[config.mk]
export PLATFORM = sky130hd
export DESIGN_NAME = crctl_top
export DESIGN_NICKNAME = d
export VERILOG_FILES = /design/src/crctl_pkg.sv /design/src/crctl_pec.sv /design/src/crctl_top.sv
export SDC_FILE = /design/constraint.sdc
export NUM_CORES = 1
export LEC_CHECK = 0
export ABC_AREA = 1
export BUFFER_PORTS_ARGS = -buffer_cell sky130_fd_sc_hd__buf_2
export CAP_MARGIN = 20
export CORE_MARGIN = 2
export CORE_UTILIZATION = 60
export DETAILED_ROUTE_END_ITERATION = 12
export PLACE_DENSITY = 0.83
export SKIP_CTS_REPAIR_TIMING = 1
export SLEW_MARGIN = 20
export SYNTH_ARGS = -nofsm -noshare
export SYNTH_HDL_FRONTEND = slang
export SYNTH_HIERARCHICAL = 1
export SYNTH_SLANG_ARGS = --single-unit
[constraint.sdc]
create_clock -name sys_clk -period 5.7 [get_ports sys_clk]
set_clock_uncertainty 0.15 [all_clocks]
set_input_delay 0.285 -clock sys_clk [delete_from_list [all_inputs] [get_ports sys_clk]]
set_output_delay 0.285 -clock sys_clk [all_outputs]
set_load 0.02 [all_outputs]
[src/crctl_pkg.sv]
// Shared constants and carriers for the cold-redundancy control block.
// Assumes one 125 MHz clock and a byte-command front end that delivers whole transactions.
package crctl_pkg;

    // ------------------------------------------------------------------
    // Command and transaction encoding
    // ------------------------------------------------------------------
    localparam logic [7:0] CMD_ROLE_SELECT = 8'hD0;
    localparam logic       RW_WRITE        = 1'b0;
    localparam logic       RW_READ         = 1'b1;
    localparam logic [7:0] PEC_POLY        = 8'h07;
    localparam logic [7:0] PEC_INIT        = 8'h00;
    localparam logic [2:0] PEC_LEN_WRITE   = 3'h3;
    localparam logic [2:0] PEC_LEN_READ    = 3'h4;

    // ------------------------------------------------------------------
    // Role codes held in the role select register
    // ------------------------------------------------------------------
    typedef enum logic [7:0] {
        ROLE_STANDARD  = 8'h00,
        ROLE_ACTIVE    = 8'h01,
        ROLE_STANDBY_1 = 8'h02,
        ROLE_STANDBY_2 = 8'h03,
        ROLE_STANDBY_3 = 8'h04,
        ROLE_ALWAYS_SB = 8'h05
    } crctl_role_t;

    localparam crctl_role_t ROLE_RESET = ROLE_STANDARD;

    // ------------------------------------------------------------------
    // Load-share scale and example thresholds in millivolts
    // ------------------------------------------------------------------
    localparam int LS_FULL_SCALE_MV = 8000;
    localparam int SB1_EN_MV        = 3200;
    localparam int SB1_DIS_MV       = 1440;
    localparam int SB2_EN_MV        = 5000;
    localparam int SB2_DIS_MV       = 3010;
    localparam int SB3_EN_MV        = 6700;
    localparam int SB3_DIS_MV       = 4520;

    // ------------------------------------------------------------------
    // Timing
    // ------------------------------------------------------------------
    localparam int CLK_PERIOD_PS     = 8000;
    localparam int WAKE_DEADLINE_NS  = 100000;
    localparam int WAKE_DEADLINE_CYC = (WAKE_DEADLINE_NS * 1000) / CLK_PERIOD_PS;
    localparam int WAKE_LATENCY_CYC  = 2;

    // ------------------------------------------------------------------
    // Carriers
    // ------------------------------------------------------------------
    typedef struct packed {
        logic       valid;
        logic       read;
        logic [6:0] addr;
        logic [7:0] code;
        logic [7:0] data;
        logic [7:0] pec;
    } crctl_req_t;

    typedef struct packed {
        logic       valid;
        logic       ack;
        logic [7:0] data;
        logic [7:0] pec;
    } crctl_rsp_t;

endpackage

[src/crctl_pec.sv]
// Packet error code generator over up to four bytes, first byte at index 0.
// Assumes the caller presents all bytes at once and reads the result in the same cycle.
`timescale 1ns/1ps
module crctl_pec
(
    input  wire logic [3:0][7:0] bytes_in,
    input  wire logic [2:0]      nbytes,
    output logic      [7:0]      crc
);

    // ------------------------------------------------------------------
    // One byte of the CRC-8 update.
    // ------------------------------------------------------------------
    function automatic logic [7:0] crctl_pec_step(input logic [7:0] c_in, input logic [7:0] b);
        logic [7:0] c;
        c = c_in ^ b;
        for (int k = 0; k < 8; k++)
        begin
            c = c[7] ? ({c[6:0], 1'b0} ^ crctl_pkg::PEC_POLY) : {c[6:0], 1'b0};
        end
        return c;
    endfunction

    // ------------------------------------------------------------------
    // Byte walk.
    // ------------------------------------------------------------------
    always_comb
    begin
        logic [7:0] c;
        c = crctl_pkg::PEC_INIT;
        for (int i = 0; i < 4; i++)
        begin
            if (3'(i) < nbytes)
            begin
                c = crctl_pec_step(c, bytes_in[i]);
            end
        end
        crc = c;
    end

endmodule

[src/crctl_top.sv]
// Cold-redundancy control: role register, wake bus drive and standby converter decision.
// Assumes a front end that hands in whole byte transactions and synchronous pin inputs.
//
// Behaviour
// Pull the wake bus low on own fault or output below fault threshold.
// A standby supply turns its converter on while the wake bus is low.
// Without an active supply holding the bus high, every supply runs.
// After reset every supply runs, before any role write takes effect.
// Standby stays off only with bus high and load below wake level.
// Standby watches load share with a threshold set by its position.
// Position one turns on at 3.2 V and off at 1.44 V, tunable.
// Position two turns on at 5.0 V and off at 3.01 V, tunable.
// Position three turns on at 6.7 V and off at 4.52 V, tunable.
// Load-share codes assume 8.0 V full scale at full rated power.
// Standard and active roles keep the converter permanently on.
// Active role drives bus high when healthy; others release; all pull low on fault.
// Standby converters run within 100 us of the bus going low.
// Role is read and written by command D0 with byte protocol and PEC.
// Role codes: 00 standard, 01 active, 02 to 04 positions, 05 always standby.
// Always-standby stays off unless forced by bus low or missing active driver.
// A bus high-to-low edge reverts any standby role to standard.
// Host must rewrite the role after a wake event to resume standby.
// Standard role releases the bus when healthy, pulls it low on fault.
// Standby turns on above enable level, off only below lower disable level.
`timescale 1ns/1ps
module crctl_top
#(
    parameter int         LS_W              = 10,
    parameter logic [6:0] DEV_ADDR          = 7'h58,
    parameter int         WAKE_DEADLINE_CYC = crctl_pkg::WAKE_DEADLINE_CYC,
    parameter int         SB1_EN_MV         = crctl_pkg::SB1_EN_MV,
    parameter int         SB1_DIS_MV        = crctl_pkg::SB1_DIS_MV,
    parameter int         SB2_EN_MV         = crctl_pkg::SB2_EN_MV,
    parameter int         SB2_DIS_MV        = crctl_pkg::SB2_DIS_MV,
    parameter int         SB3_EN_MV         = crctl_pkg::SB3_EN_MV,
    parameter int         SB3_DIS_MV        = crctl_pkg::SB3_DIS_MV
)
(
    input  wire logic                  sys_clk,
    input  wire logic                  rst,
    input  wire crctl_pkg::crctl_req_t req,
    output crctl_pkg::crctl_rsp_t      rsp,
    input  wire logic                  wake_i,
    output logic                       wake_o,
    output logic                       wake_oe_n,
    input  wire logic                  own_fault,
    input  wire logic                  vout_low,
    input  wire logic [LS_W-1:0]       load_share,
    output logic                       converter_on,
    output logic                       converter_active_n,
    output crctl_pkg::crctl_role_t     role
);

    // ------------------------------------------------------------------
    // Elaboration checks.
    // ------------------------------------------------------------------
    if (LS_W < 4 || LS_W > 16)
    begin : g_chk_width
        $error("Load-share width must lie between 4 and 16 bits.");
    end
    if (WAKE_DEADLINE_CYC < crctl_pkg::WAKE_LATENCY_CYC)
    begin : g_chk_deadline
        $error("Wake deadline is shorter than the wake path latency.");
    end
    if (SB1_DIS_MV >= SB1_EN_MV || SB2_DIS_MV >= SB2_EN_MV || SB3_DIS_MV >= SB3_EN_MV)
    begin : g_chk_hyst
        $error("Each disable threshold must lie below its enable threshold.");
    end
    if (SB1_EN_MV > crctl_pkg::LS_FULL_SCALE_MV || SB2_EN_MV > crctl_pkg::LS_FULL_SCALE_MV
        || SB3_EN_MV > crctl_pkg::LS_FULL_SCALE_MV)
    begin : g_chk_scale
        $error("Enable thresholds must not exceed the load-share full scale.");
    end

    // ------------------------------------------------------------------
    // Functions.
    // ------------------------------------------------------------------
    // Converts a level in millivolts to a load-share code.
    function automatic logic [LS_W-1:0] mv_to_code(input int mv);
        longint full;
        full = (longint'(1) << LS_W) - 1;
        return LS_W'((longint'(mv) * full) / crctl_pkg::LS_FULL_SCALE_MV);
    endfunction

    // True for every role that may hold its converter off.
    function automatic logic is_standby(input crctl_pkg::crctl_role_t r);
        case (r)
            crctl_pkg::ROLE_STANDBY_1: return 1'b1;
            crctl_pkg::ROLE_STANDBY_2: return 1'b1;
            crctl_pkg::ROLE_STANDBY_3: return 1'b1;
            crctl_pkg::ROLE_ALWAYS_SB: return 1'b1;
            default:                   return 1'b0;
        endcase
    endfunction

    // True for a legal role code.
    function automatic logic is_role_code(input logic [7:0] v);
        return v <= 8'(crctl_pkg::ROLE_ALWAYS_SB);
    endfunction

    // ------------------------------------------------------------------
    // Threshold codes.
    // ------------------------------------------------------------------
    localparam logic [LS_W-1:0] SB1_EN  = mv_to_code(SB1_EN_MV);
    localparam logic [LS_W-1:0] SB1_DIS = mv_to_code(SB1_DIS_MV);
    localparam logic [LS_W-1:0] SB2_EN  = mv_to_code(SB2_EN_MV);
    localparam logic [LS_W-1:0] SB2_DIS = mv_to_code(SB2_DIS_MV);
    localparam logic [LS_W-1:0] SB3_EN  = mv_to_code(SB3_EN_MV);
    localparam logic [LS_W-1:0] SB3_DIS = mv_to_code(SB3_DIS_MV);

    // ------------------------------------------------------------------
    // State.
    // ------------------------------------------------------------------
    crctl_pkg::crctl_role_t role_q;
    crctl_pkg::crctl_role_t role_d;
    logic                   wake_prev_q;
    logic                   stby_run_q;
    logic                   stby_run_d;
    logic                   conv_on_q;
    logic                   conv_on_d;
    logic                   wake_o_q;
    logic                   wake_o_d;
    logic                   wake_oe_n_q;
    logic                   wake_oe_n_d;
    crctl_pkg::crctl_rsp_t  rsp_q;
    crctl_pkg::crctl_rsp_t  rsp_d;

    // ------------------------------------------------------------------
    // Transaction decode and PEC.
    // ------------------------------------------------------------------
    logic [7:0]      addr_w_byte;
    logic [7:0]      addr_r_byte;
    logic [3:0][7:0] wr_bytes;
    logic [3:0][7:0] rd_bytes;
    logic [7:0]      wr_pec;
    logic [7:0]      rd_pec;
    logic            req_mine;
    logic            code_hit;
    logic            wr_pec_ok;
    logic            wr_accept;
    logic            rd_accept;

    assign addr_w_byte = {DEV_ADDR, crctl_pkg::RW_WRITE};
    assign addr_r_byte = {DEV_ADDR, crctl_pkg::RW_READ};
    assign wr_bytes    = {8'h00, req.data, req.code, addr_w_byte};
    assign rd_bytes    = {8'(role_q), addr_r_byte, req.code, addr_w_byte};
    assign req_mine    = req.valid && (req.addr == DEV_ADDR);
    assign code_hit    = req.code == crctl_pkg::CMD_ROLE_SELECT;
    assign wr_pec_ok   = req.pec == wr_pec;
    assign wr_accept   = req_mine && !req.read && code_hit && wr_pec_ok
                         && is_role_code(req.data);
    assign rd_accept   = req_mine && req.read && code_hit;

    crctl_pec u_pec_wr
    (
        .bytes_in (wr_bytes),
        .nbytes   (crctl_pkg::PEC_LEN_WRITE),
        .crc      (wr_pec)
    );

    crctl_pec u_pec_rd
    (
        .bytes_in (rd_bytes),
        .nbytes   (crctl_pkg::PEC_LEN_READ),
        .crc      (rd_pec)
    );

    // ------------------------------------------------------------------
    // Wake bus view and drive.
    // ------------------------------------------------------------------
    logic wake_fall;
    logic force_on;
    logic pull_low;
    logic drive_high;

    assign wake_fall  = wake_prev_q && !wake_i;
    assign force_on   = !wake_i;
    assign pull_low   = own_fault || vout_low;
    assign drive_high = (role_q == crctl_pkg::ROLE_ACTIVE) && !pull_low;
    assign wake_o_d   = drive_high;
    assign wake_oe_n_d = !(pull_low || drive_high);

    // ------------------------------------------------------------------
    // Role register.
    // ------------------------------------------------------------------
    logic revert_role;

    assign revert_role = wake_fall && is_standby(role_q);

    // A wake edge on a standby role wins over a host write landing in the same cycle.
    assign role_d = revert_role ? crctl_pkg::ROLE_STANDARD
                  : wr_accept   ? crctl_pkg::crctl_role_t'(req.data)
                  : role_q;

    // ------------------------------------------------------------------
    // Load-share thresholds and hysteresis.
    // ------------------------------------------------------------------
    logic [LS_W-1:0] en_code;
    logic [LS_W-1:0] dis_code;
    logic            load_wake_ok;
    logic            load_hi;
    logic            load_lo;

    assign en_code  = (role_q == crctl_pkg::ROLE_STANDBY_1) ? SB1_EN
                    : (role_q == crctl_pkg::ROLE_STANDBY_2) ? SB2_EN
                    : SB3_EN;
    assign dis_code = (role_q == crctl_pkg::ROLE_STANDBY_1) ? SB1_DIS
                    : (role_q == crctl_pkg::ROLE_STANDBY_2) ? SB2_DIS
                    : SB3_DIS;
    assign load_wake_ok = is_standby(role_q) && (role_q != crctl_pkg::ROLE_ALWAYS_SB);
    assign load_hi  = load_share > en_code;
    assign load_lo  = load_share < dis_code;
    assign stby_run_d = load_wake_ok && (load_hi || (stby_run_q && !load_lo));

    // ------------------------------------------------------------------
    // Converter decision.
    // ------------------------------------------------------------------
    // Non-standby roles run unconditionally; standby runs when forced, or when loaded in positions one to three (always-standby ignores load).
    assign conv_on_d = !is_standby(role_q)
                     || force_on
                     || stby_run_d;

    // ------------------------------------------------------------------
    // Answer to the front end.
    // ------------------------------------------------------------------
    always_comb
    begin
        rsp_d       = '0;
        rsp_d.valid = req_mine;
        rsp_d.ack   = wr_accept || rd_accept;
        rsp_d.data  = rd_accept ? 8'(role_q) : 8'h00;
        rsp_d.pec   = rd_accept ? rd_pec : 8'h00;
    end

    // ------------------------------------------------------------------
    // Registers.
    // ------------------------------------------------------------------
    always_ff @(posedge sys_clk or posedge rst)
    begin
        if (rst)
        begin
            role_q      <= crctl_pkg::ROLE_RESET;
            wake_prev_q <= 1'b0;
            stby_run_q  <= 1'b0;
            conv_on_q   <= 1'b1;
        end
        else
        begin
            role_q      <= role_d;
            wake_prev_q <= wake_i;
            stby_run_q  <= stby_run_d;
            conv_on_q   <= conv_on_d;
        end
    end

    always_ff @(posedge sys_clk or posedge rst)
    begin
        if (rst)
        begin
            wake_o_q    <= 1'b0;
            wake_oe_n_q <= 1'b1;
            rsp_q       <= '0;
        end
        else
        begin
            wake_o_q    <= wake_o_d;
            wake_oe_n_q <= wake_oe_n_d;
            rsp_q       <= rsp_d;
        end
    end

    // ------------------------------------------------------------------
    // Outputs.
    // ------------------------------------------------------------------
    assign converter_on       = conv_on_q;
    assign converter_active_n = !conv_on_q;
    assign wake_o             = wake_o_q;
    assign wake_oe_n          = wake_oe_n_q;
    assign rsp                = rsp_q;
    assign role               = role_q;

endmodule

## After elaboration in Yosys (flattened, before gate mapping)

Index checks and enable logic that the tools add are counted.

| word-level totals | value |
|---|---|
| flip-flop bits (word level) | 31 |
| input bits | 48 |
| output and inout bits | 30 |

| cells by class | value |
|---|---|
| magnitude comparators | 3 |
| equal/unequal tests | 9 |
| mux-type cells | 41 |
| bitwise gates (word level) | 36 |
| reduce and logical (&&, ||, !) cells | 28 |

Operator list:

| kind | count |
|---|---|
| 3-bit NOT | 33 |
| 3-bit 2-to-1 mux | 32 |
| 8-bit 2-to-1 mux | 4 |
| 10-bit 2-to-1 mux | 3 |
| 8-bit by 2-bit equality test with 1-bit output (second input constant) | 2 |
| 8-bit by 3-bit equality test with 1-bit output (second input constant) | 2 |
| 8-bit bitwise XOR | 2 |
| 1-bit logical AND | 13 |
| 10-bit > comparator | 1 |
| 10-bit less-than comparator | 1 |
| 9-bit 2-to-1 mux | 1 |
| 8-bit by 1-bit equality test with 1-bit output (second input constant) | 1 |
| 8-bit equality test | 1 |
| 8-bit equality test (second input constant) | 1 |
| 8-bit by 3-bit less-or-equal comparator with 1-bit output (second input constant) | 1 |
| 8-bit by 3-bit inequality test with 1-bit output (second input constant) | 1 |
| 7-bit equality test (second input constant) | 1 |
| 1-bit zero test | 7 |
| 1-bit logical OR | 6 |
| 4-bit NOT | 1 |
| 4-bit OR reduction | 1 |
| 2-bit nonzero test | 1 |
| 1-bit 2-to-1 mux | 1 |

## Depth between registers and ports, before layout

| logic depth | value |
|---|---|
| word-level depth | 52 |
| mapped depth | 42 |

## Cells and area by module

The synthesis kept the hierarchy.

Modules (own cells, without submodules):

| module | instances | cells an instance | area each (um2) |
|---|---|---|---|
| crctl_pec at u_pec_rd | 1 | 423 | 2,065.7 |
| crctl_pec at u_pec_wr | 1 | 424 | 1,963.1 |
| crctl_top | 1 | 234 | 1,825.5 |

## Least setup slack after synthesis

OpenSTA, ideal clock, no wires.

| timing path | value |
|---|---|
| path kind | input to register |
| start | input port req[22] (netlist name) |
| end | register role_q[0] (netlist: role[0]) |
| arrival | 2,273 ps |
| data required time | 5,433 ps |
| setup slack | 3,161 ps |
| cell stages on the path | 28 |
| cells stage by stage | inv_1 nand2_1 nand2_1 nand2_1 nand3_1 nand2_1 nand2_2 nand3_2 nand2_1 nand2_1 nand2_1 nand2_2 nand2_1 nand2_1 nand2_1 nand2_1 nand2_1 nand2_2 nand2_1 nand2_1 nand2_1 nand2_1 inv_1 nand4_1 nand3b_2 buf_6 nor2_1 nor2_1 |

| between the ends | value |
|---|---|
| elaborated cells between the ends (all ways) | 26 |
| classes of those cells | eq/ne (2); mux (11); bitwise (9); reduce/logical (4) |

RTL lines:

| item | line | source |
|---|---|---|
| start: declaration | crctl_top.sv:41 | `input wire crctl_pkg::crctl_req_t req,` |
| 3-bit 2-to-1 mux * | crctl_pec.sv:19 | `c = c[7] ? ({c[6:0], 1'b0} ^ crctl_pkg::PEC_POLY) : {c[6:0], 1'b0};` |
| 3-bit 2-to-1 mux / 3-bit NOT (equally long branches) | n/a |  |
| 8-bit bitwise XOR * | crctl_pec.sv:16 | `c = c_in ^ b;` |
| 3-bit 2-to-1 mux, or another cell as far along | crctl_pec.sv:19 |  |
| 3-bit NOT (no line) / 3-bit 2-to-1 mux (equally long branches) | n/a |  |
| 3-bit 2-to-1 mux * | crctl_pec.sv:19 |  |
| via wr_pec[3] | crctl_top.sv:135 | `logic [7:0] wr_pec;` |
| 8-bit equality test * | crctl_top.sv:149 | `assign wr_pec_ok = req.pec == wr_pec;` |
| 1-bit logical AND * | crctl_top.sv:150 | `assign wr_accept = req_mine && !req.read && code_hit && wr_pec_ok` |
| 1-bit logical AND * | crctl_top.sv:151 | `&& is_role_code(req.data);` |
| 2-bit nonzero test (no line) * | n/a |  |
| end signal: assignment | crctl_top.sv:242 | `role_q <= crctl_pkg::ROLE_RESET;` |
| end signal: assignment | crctl_top.sv:249 | `role_q <= role_d;` |
| end: declaration | crctl_top.sv:114 | `crctl_pkg::crctl_role_t role_q;` |

The timed path passes the listed nets; every way through them passes the cells marked *.
A chain may end at the register's enable or synchronous reset.

## Worst setup path after layout

| timing path | value |
|---|---|
| start | input port req[22] (netlist name) |
| end | register role_q[1] (netlist: role[1]) |

| between the ends | value |
|---|---|
| elaborated cells between the ends (all ways) | 26 |
| classes of those cells | eq/ne (2); mux (11); bitwise (9); reduce/logical (4) |

RTL lines:

| item | line |
|---|---|
| 3-bit 2-to-1 mux * | crctl_pec.sv:19 |
| 3-bit 2-to-1 mux / 3-bit NOT (equally long branches) | n/a |
| 8-bit bitwise XOR * | crctl_pec.sv:16 |
| 3-bit 2-to-1 mux, or another cell as far along | crctl_pec.sv:19 |
| 3-bit NOT (no line) / 3-bit 2-to-1 mux (equally long branches) | n/a |
| 3-bit 2-to-1 mux, or another cell as far along | crctl_pec.sv:19 |
| 3-bit NOT (no line) / 3-bit 2-to-1 mux (equally long branches) | n/a |
| 3-bit 2-to-1 mux * | crctl_pec.sv:19 |
| via wr_pec[2] | crctl_top.sv:135 |
| 8-bit equality test * | crctl_top.sv:149 |
| 1-bit logical AND * | crctl_top.sv:150 |
| 1-bit logical AND * | crctl_top.sv:151 |
| 2-bit nonzero test (no line) * | n/a |

Marked as above.

==> results_dict.tcl <==
set metrics [dict create \
    power.total_mw 1.40 \
    maxSlewHeadroom_pct 58.2 \
    path_class "in2reg" \
    layout_setup_ws_ns 2.82 \
    gp_congestion 0.962 \
    track_usage_pct 27.7 \
    hold_viol 0 \
    ys_seq_area_share_pct 13.3 \
    die-area_um2 10600 \
    clk_pin_slew_ns 0.07 \
    ys_warn_count 6 \
    crit_slowest_cell "nand3b_2" \
    cp-end-kind "flip-flop" \
    port_buffers 77 \
    vdd_drop_max_v 0.000128 \
    critPathMaxStageDelay_ns 0.36 \
    root_buffer "clkbuf_8" \
    vias 6916 \
    whs_ns 0.0731 \
    fin_util_pct 70.7 \
    async_reset_ff_share_pct 100 \
    grt_pass1_wl_um 24500 \
    synth_seq_cells 31 \
    place_area_um2 6690 \
    syn-instance-count 1081 \
    antenna_found_initial 0 \
    area_growth_pct 16.3 \
    fin_setup_tns_ns 0 \
    synth_cell_types 39 \
    finalSetupViolCount 0 \
    p_leak_nw 4.31 \
    min_period_ns 2.88 \
    diodes 0 \
    die_w_um 103 \
    ctsHtreeMaxLevel 2 \
    min_path_type "in2reg" \
    route.detailed.drc 0 \
    grt_overflow 0 \
    die_h_um 103 \
    ant_nets 0 \
    drive_gt1_share_pct 18.0 \
    io_pins 78 \
    nFillCells 967 \
    initial_core_util_pct 60.7 \
    pre_cts_slack_ns 2.54 \
    dp_hpwl_um 12200 \
    worstPathArrival_ns 2.90 \
    design_area_um2 6810 \
    path_cells "buf_2 > inv_1 > nand2_1 > nand2_1 > nand2_1 > nand3_1 > nand2_1 > nand2_2 > nand2_2 > nand2_1 > nand2_1 > nand2_1 > nand3_1 > nand2_1 > nor2_1 > nand3_1 > nand4_1 > nand2_1 > xnor2_1 > nand4_1 > nand3b_2 > nor2_1 > nor2_1" \
    num_rows 36 \
    required_ns 5.72 \
    cpMostUsedCell "nand2_1" \
    finalNonFillerCells 1391 \
    cts_tree "done" \
    p_per_area_nw_per_um2 205 \
    worstMarginPinSlew_ns 0.626 \
    syn_area_per_cell_um2 5.42 \
    grt_pass1_vias 5914 \
    outcome "finished, final reports clean" \
    placedCellCount 1381 \
    clock_latency_ns 0.28 \
    drt_iter0_markers 290 \
    synth-edff-count 0 \
    fin_nets 1320 \
    multi_input_area_um2 4800 \
    max_freq_mhz 347 \
    grt_start_max_net_pins 32 \
    grt_setup_unrepaired "false" \
    max_cap_viol_count 0 \
    critPathLaunchType "input pin" \
    critPathMaxFanout 12 \
    finalCritPeriodShare_pct 50.5 \
    slew_violations 0 \
    placeableCoreArea_um2 9640 \
    cts_buffers 5 \
    cts_max_path_buffers 2 \
    wl_per_cell_um 10.4 \
    cts.sinks 31 \
    netlist_area_um2 5850 \
    finalWirelength_um 14400 \
    drtPass1Iterations 5 \
    synth-main-ff-cell "dfrtp_1" \
    ff_latch_area_um2 778 \
    viasPerCell 4.97 \
]
==> path summary, 6_finish.rpt <==
| path | cells after the start | from | to | slack (ns) |
|---|---|---|---|---|
| worst max-delay path | 23 | req[22] | role[1]$_DFFE_PP0P_ | 2.82 |
| worst min-delay path | 3 | own_fault | wake_oe_n$_DFF_PP1_ | 0.07 |
| worst max register to register | 17 | role[6]$_DFFE_PP0P_ | converter_on$_DFF_PP1_ | 3.14 |
| worst min register to register | 4 | stby_run_q$_DFF_PP0_ | stby_run_q$_DFF_PP0_ | 0.41 |
| max in group asynchronous | 3 | rst | rsp[14]$_DFF_PP0_ | 4.48 |
| min in group asynchronous | 3 | rst | role[2]$_DFFE_PP0P_ | 0.51 |
==> critical path, delay by kind of cell <==
kind	cells	cell delay, ns
and+or+nand+nor	20	2.26
buffers and inverters	2	0.22
xor gates and xnor gates	1	0.14
==> cells in the final DEF (no fill, tap or decap), types with 2 or more instances in the layout <==
| master | n |
|---|---|
| xor2_2 | 3 |
| clkbuf_8 | 7 |
| nand3_1 | 217 |
| buf_2 | 77 |
| o21ai_1 | 5 |
| nand2_1 | 427 |
| a31oi_1 | 4 |
| dfstp_2 | 2 |
| nor2_1 | 36 |
| nor2_4 | 4 |
| nor2_2 | 5 |
| nand4_1 | 30 |
| nand2_2 | 70 |
| conb_1 | 107 |
| a21oi_1 | 6 |
| inv_2 | 21 |
| ha_1 | 15 |
| o21ai_0 | 10 |
| xnor2_1 | 6 |
| nand3_2 | 23 |
| inv_1 | 127 |
| nand2_4 | 4 |
| o21ai_2 | 2 |
| nand3b_2 | 3 |
| xor2_1 | 4 |
| dfrtp_1 | 29 |
| dlygate4sd3_1 | 2 |
| nor4_1 | 2 |
==> flip-flops by register name, indices dropped and copies added (netlist names) <==
name	flops
rsp	18
role	8
converter_on	1
stby_run_q	1
wake_o	1
wake_oe_n	1
wake_prev_q	1
==> synth_stat cells (2+ instances only) <==
master | count | area share (%)
nor4_1 | 2 | 0.21
nand3_1 | 217 | 19
buf_6 | 3 | 0.58
nand3b_2 | 3 | 0.58
nand2_1 | 427 | 27
conb_1 | 2 | 0.13
a31oi_1 | 4 | 0.43
dfstp_2 | 2 | 0.90
nand4_1 | 30 | 3.2
xor2_2 | 3 | 0.83
xnor2_1 | 6 | 0.90
o21ai_1 | 5 | 0.43
nand2_2 | 70 | 7.5
inv_2 | 20 | 1.3
nand2_4 | 4 | 0.77
ha_1 | 15 | 3.2
dfrtp_1 | 29 | 12
a21oi_1 | 6 | 0.51
xor2_1 | 4 | 0.60
nor2_2 | 5 | 0.53
inv_1 | 128 | 8.2
nand3_2 | 23 | 3.9
nor2_4 | 4 | 0.77
buf_2 | 3 | 0.26
nor2_1 | 36 | 2.3
buf_4 | 7 | 0.90
o21ai_0 | 10 | 0.85
o21ai_2 | 2 | 0.30
==> cells by family after synthesis <==
group / count (synthesis) / synth area share (%)
buffers and inverters: 164 / 11.4
other: 2 / 0.128
adder cells (fa/ha/maj): 15 / 3.21
AND/OR/NAND/NOR: 824 / 66.1
XOR/XNOR: 14 / 2.61
flip-flops: 31 / 13.3
AO/OA/AOI/OAI: 31 / 3.23
==> layout make-up <==
cell class / instances / area share [%]
repair buffers: 79 / 5.95
multi-input cells: 991 / 70.5
well taps: 133 / 2.44
flip-flops and latches: 31 / 11.4
inverters: 149 / 8.21
clock buffers: 8 / 1.47
==> routing by layer <==
metal	routed length, µm	track usage [%]
met1	6620	35.9
met5	0	0
met2	6810	49.9
met4	214	5.97
met3	784	2.71
==> power breakdown <==
| group | internal (mW) | switching (mW) | total, mW |
|---|---|---|---|
| logic | 0.336 | 0.656 | 0.992 |
| registers | 0.221 | 0.000201 | 0.221 |
| clock network | 0.110 | 0.0763 | 0.186 |
Note: power is estimated with default switching activity, not from simulation.
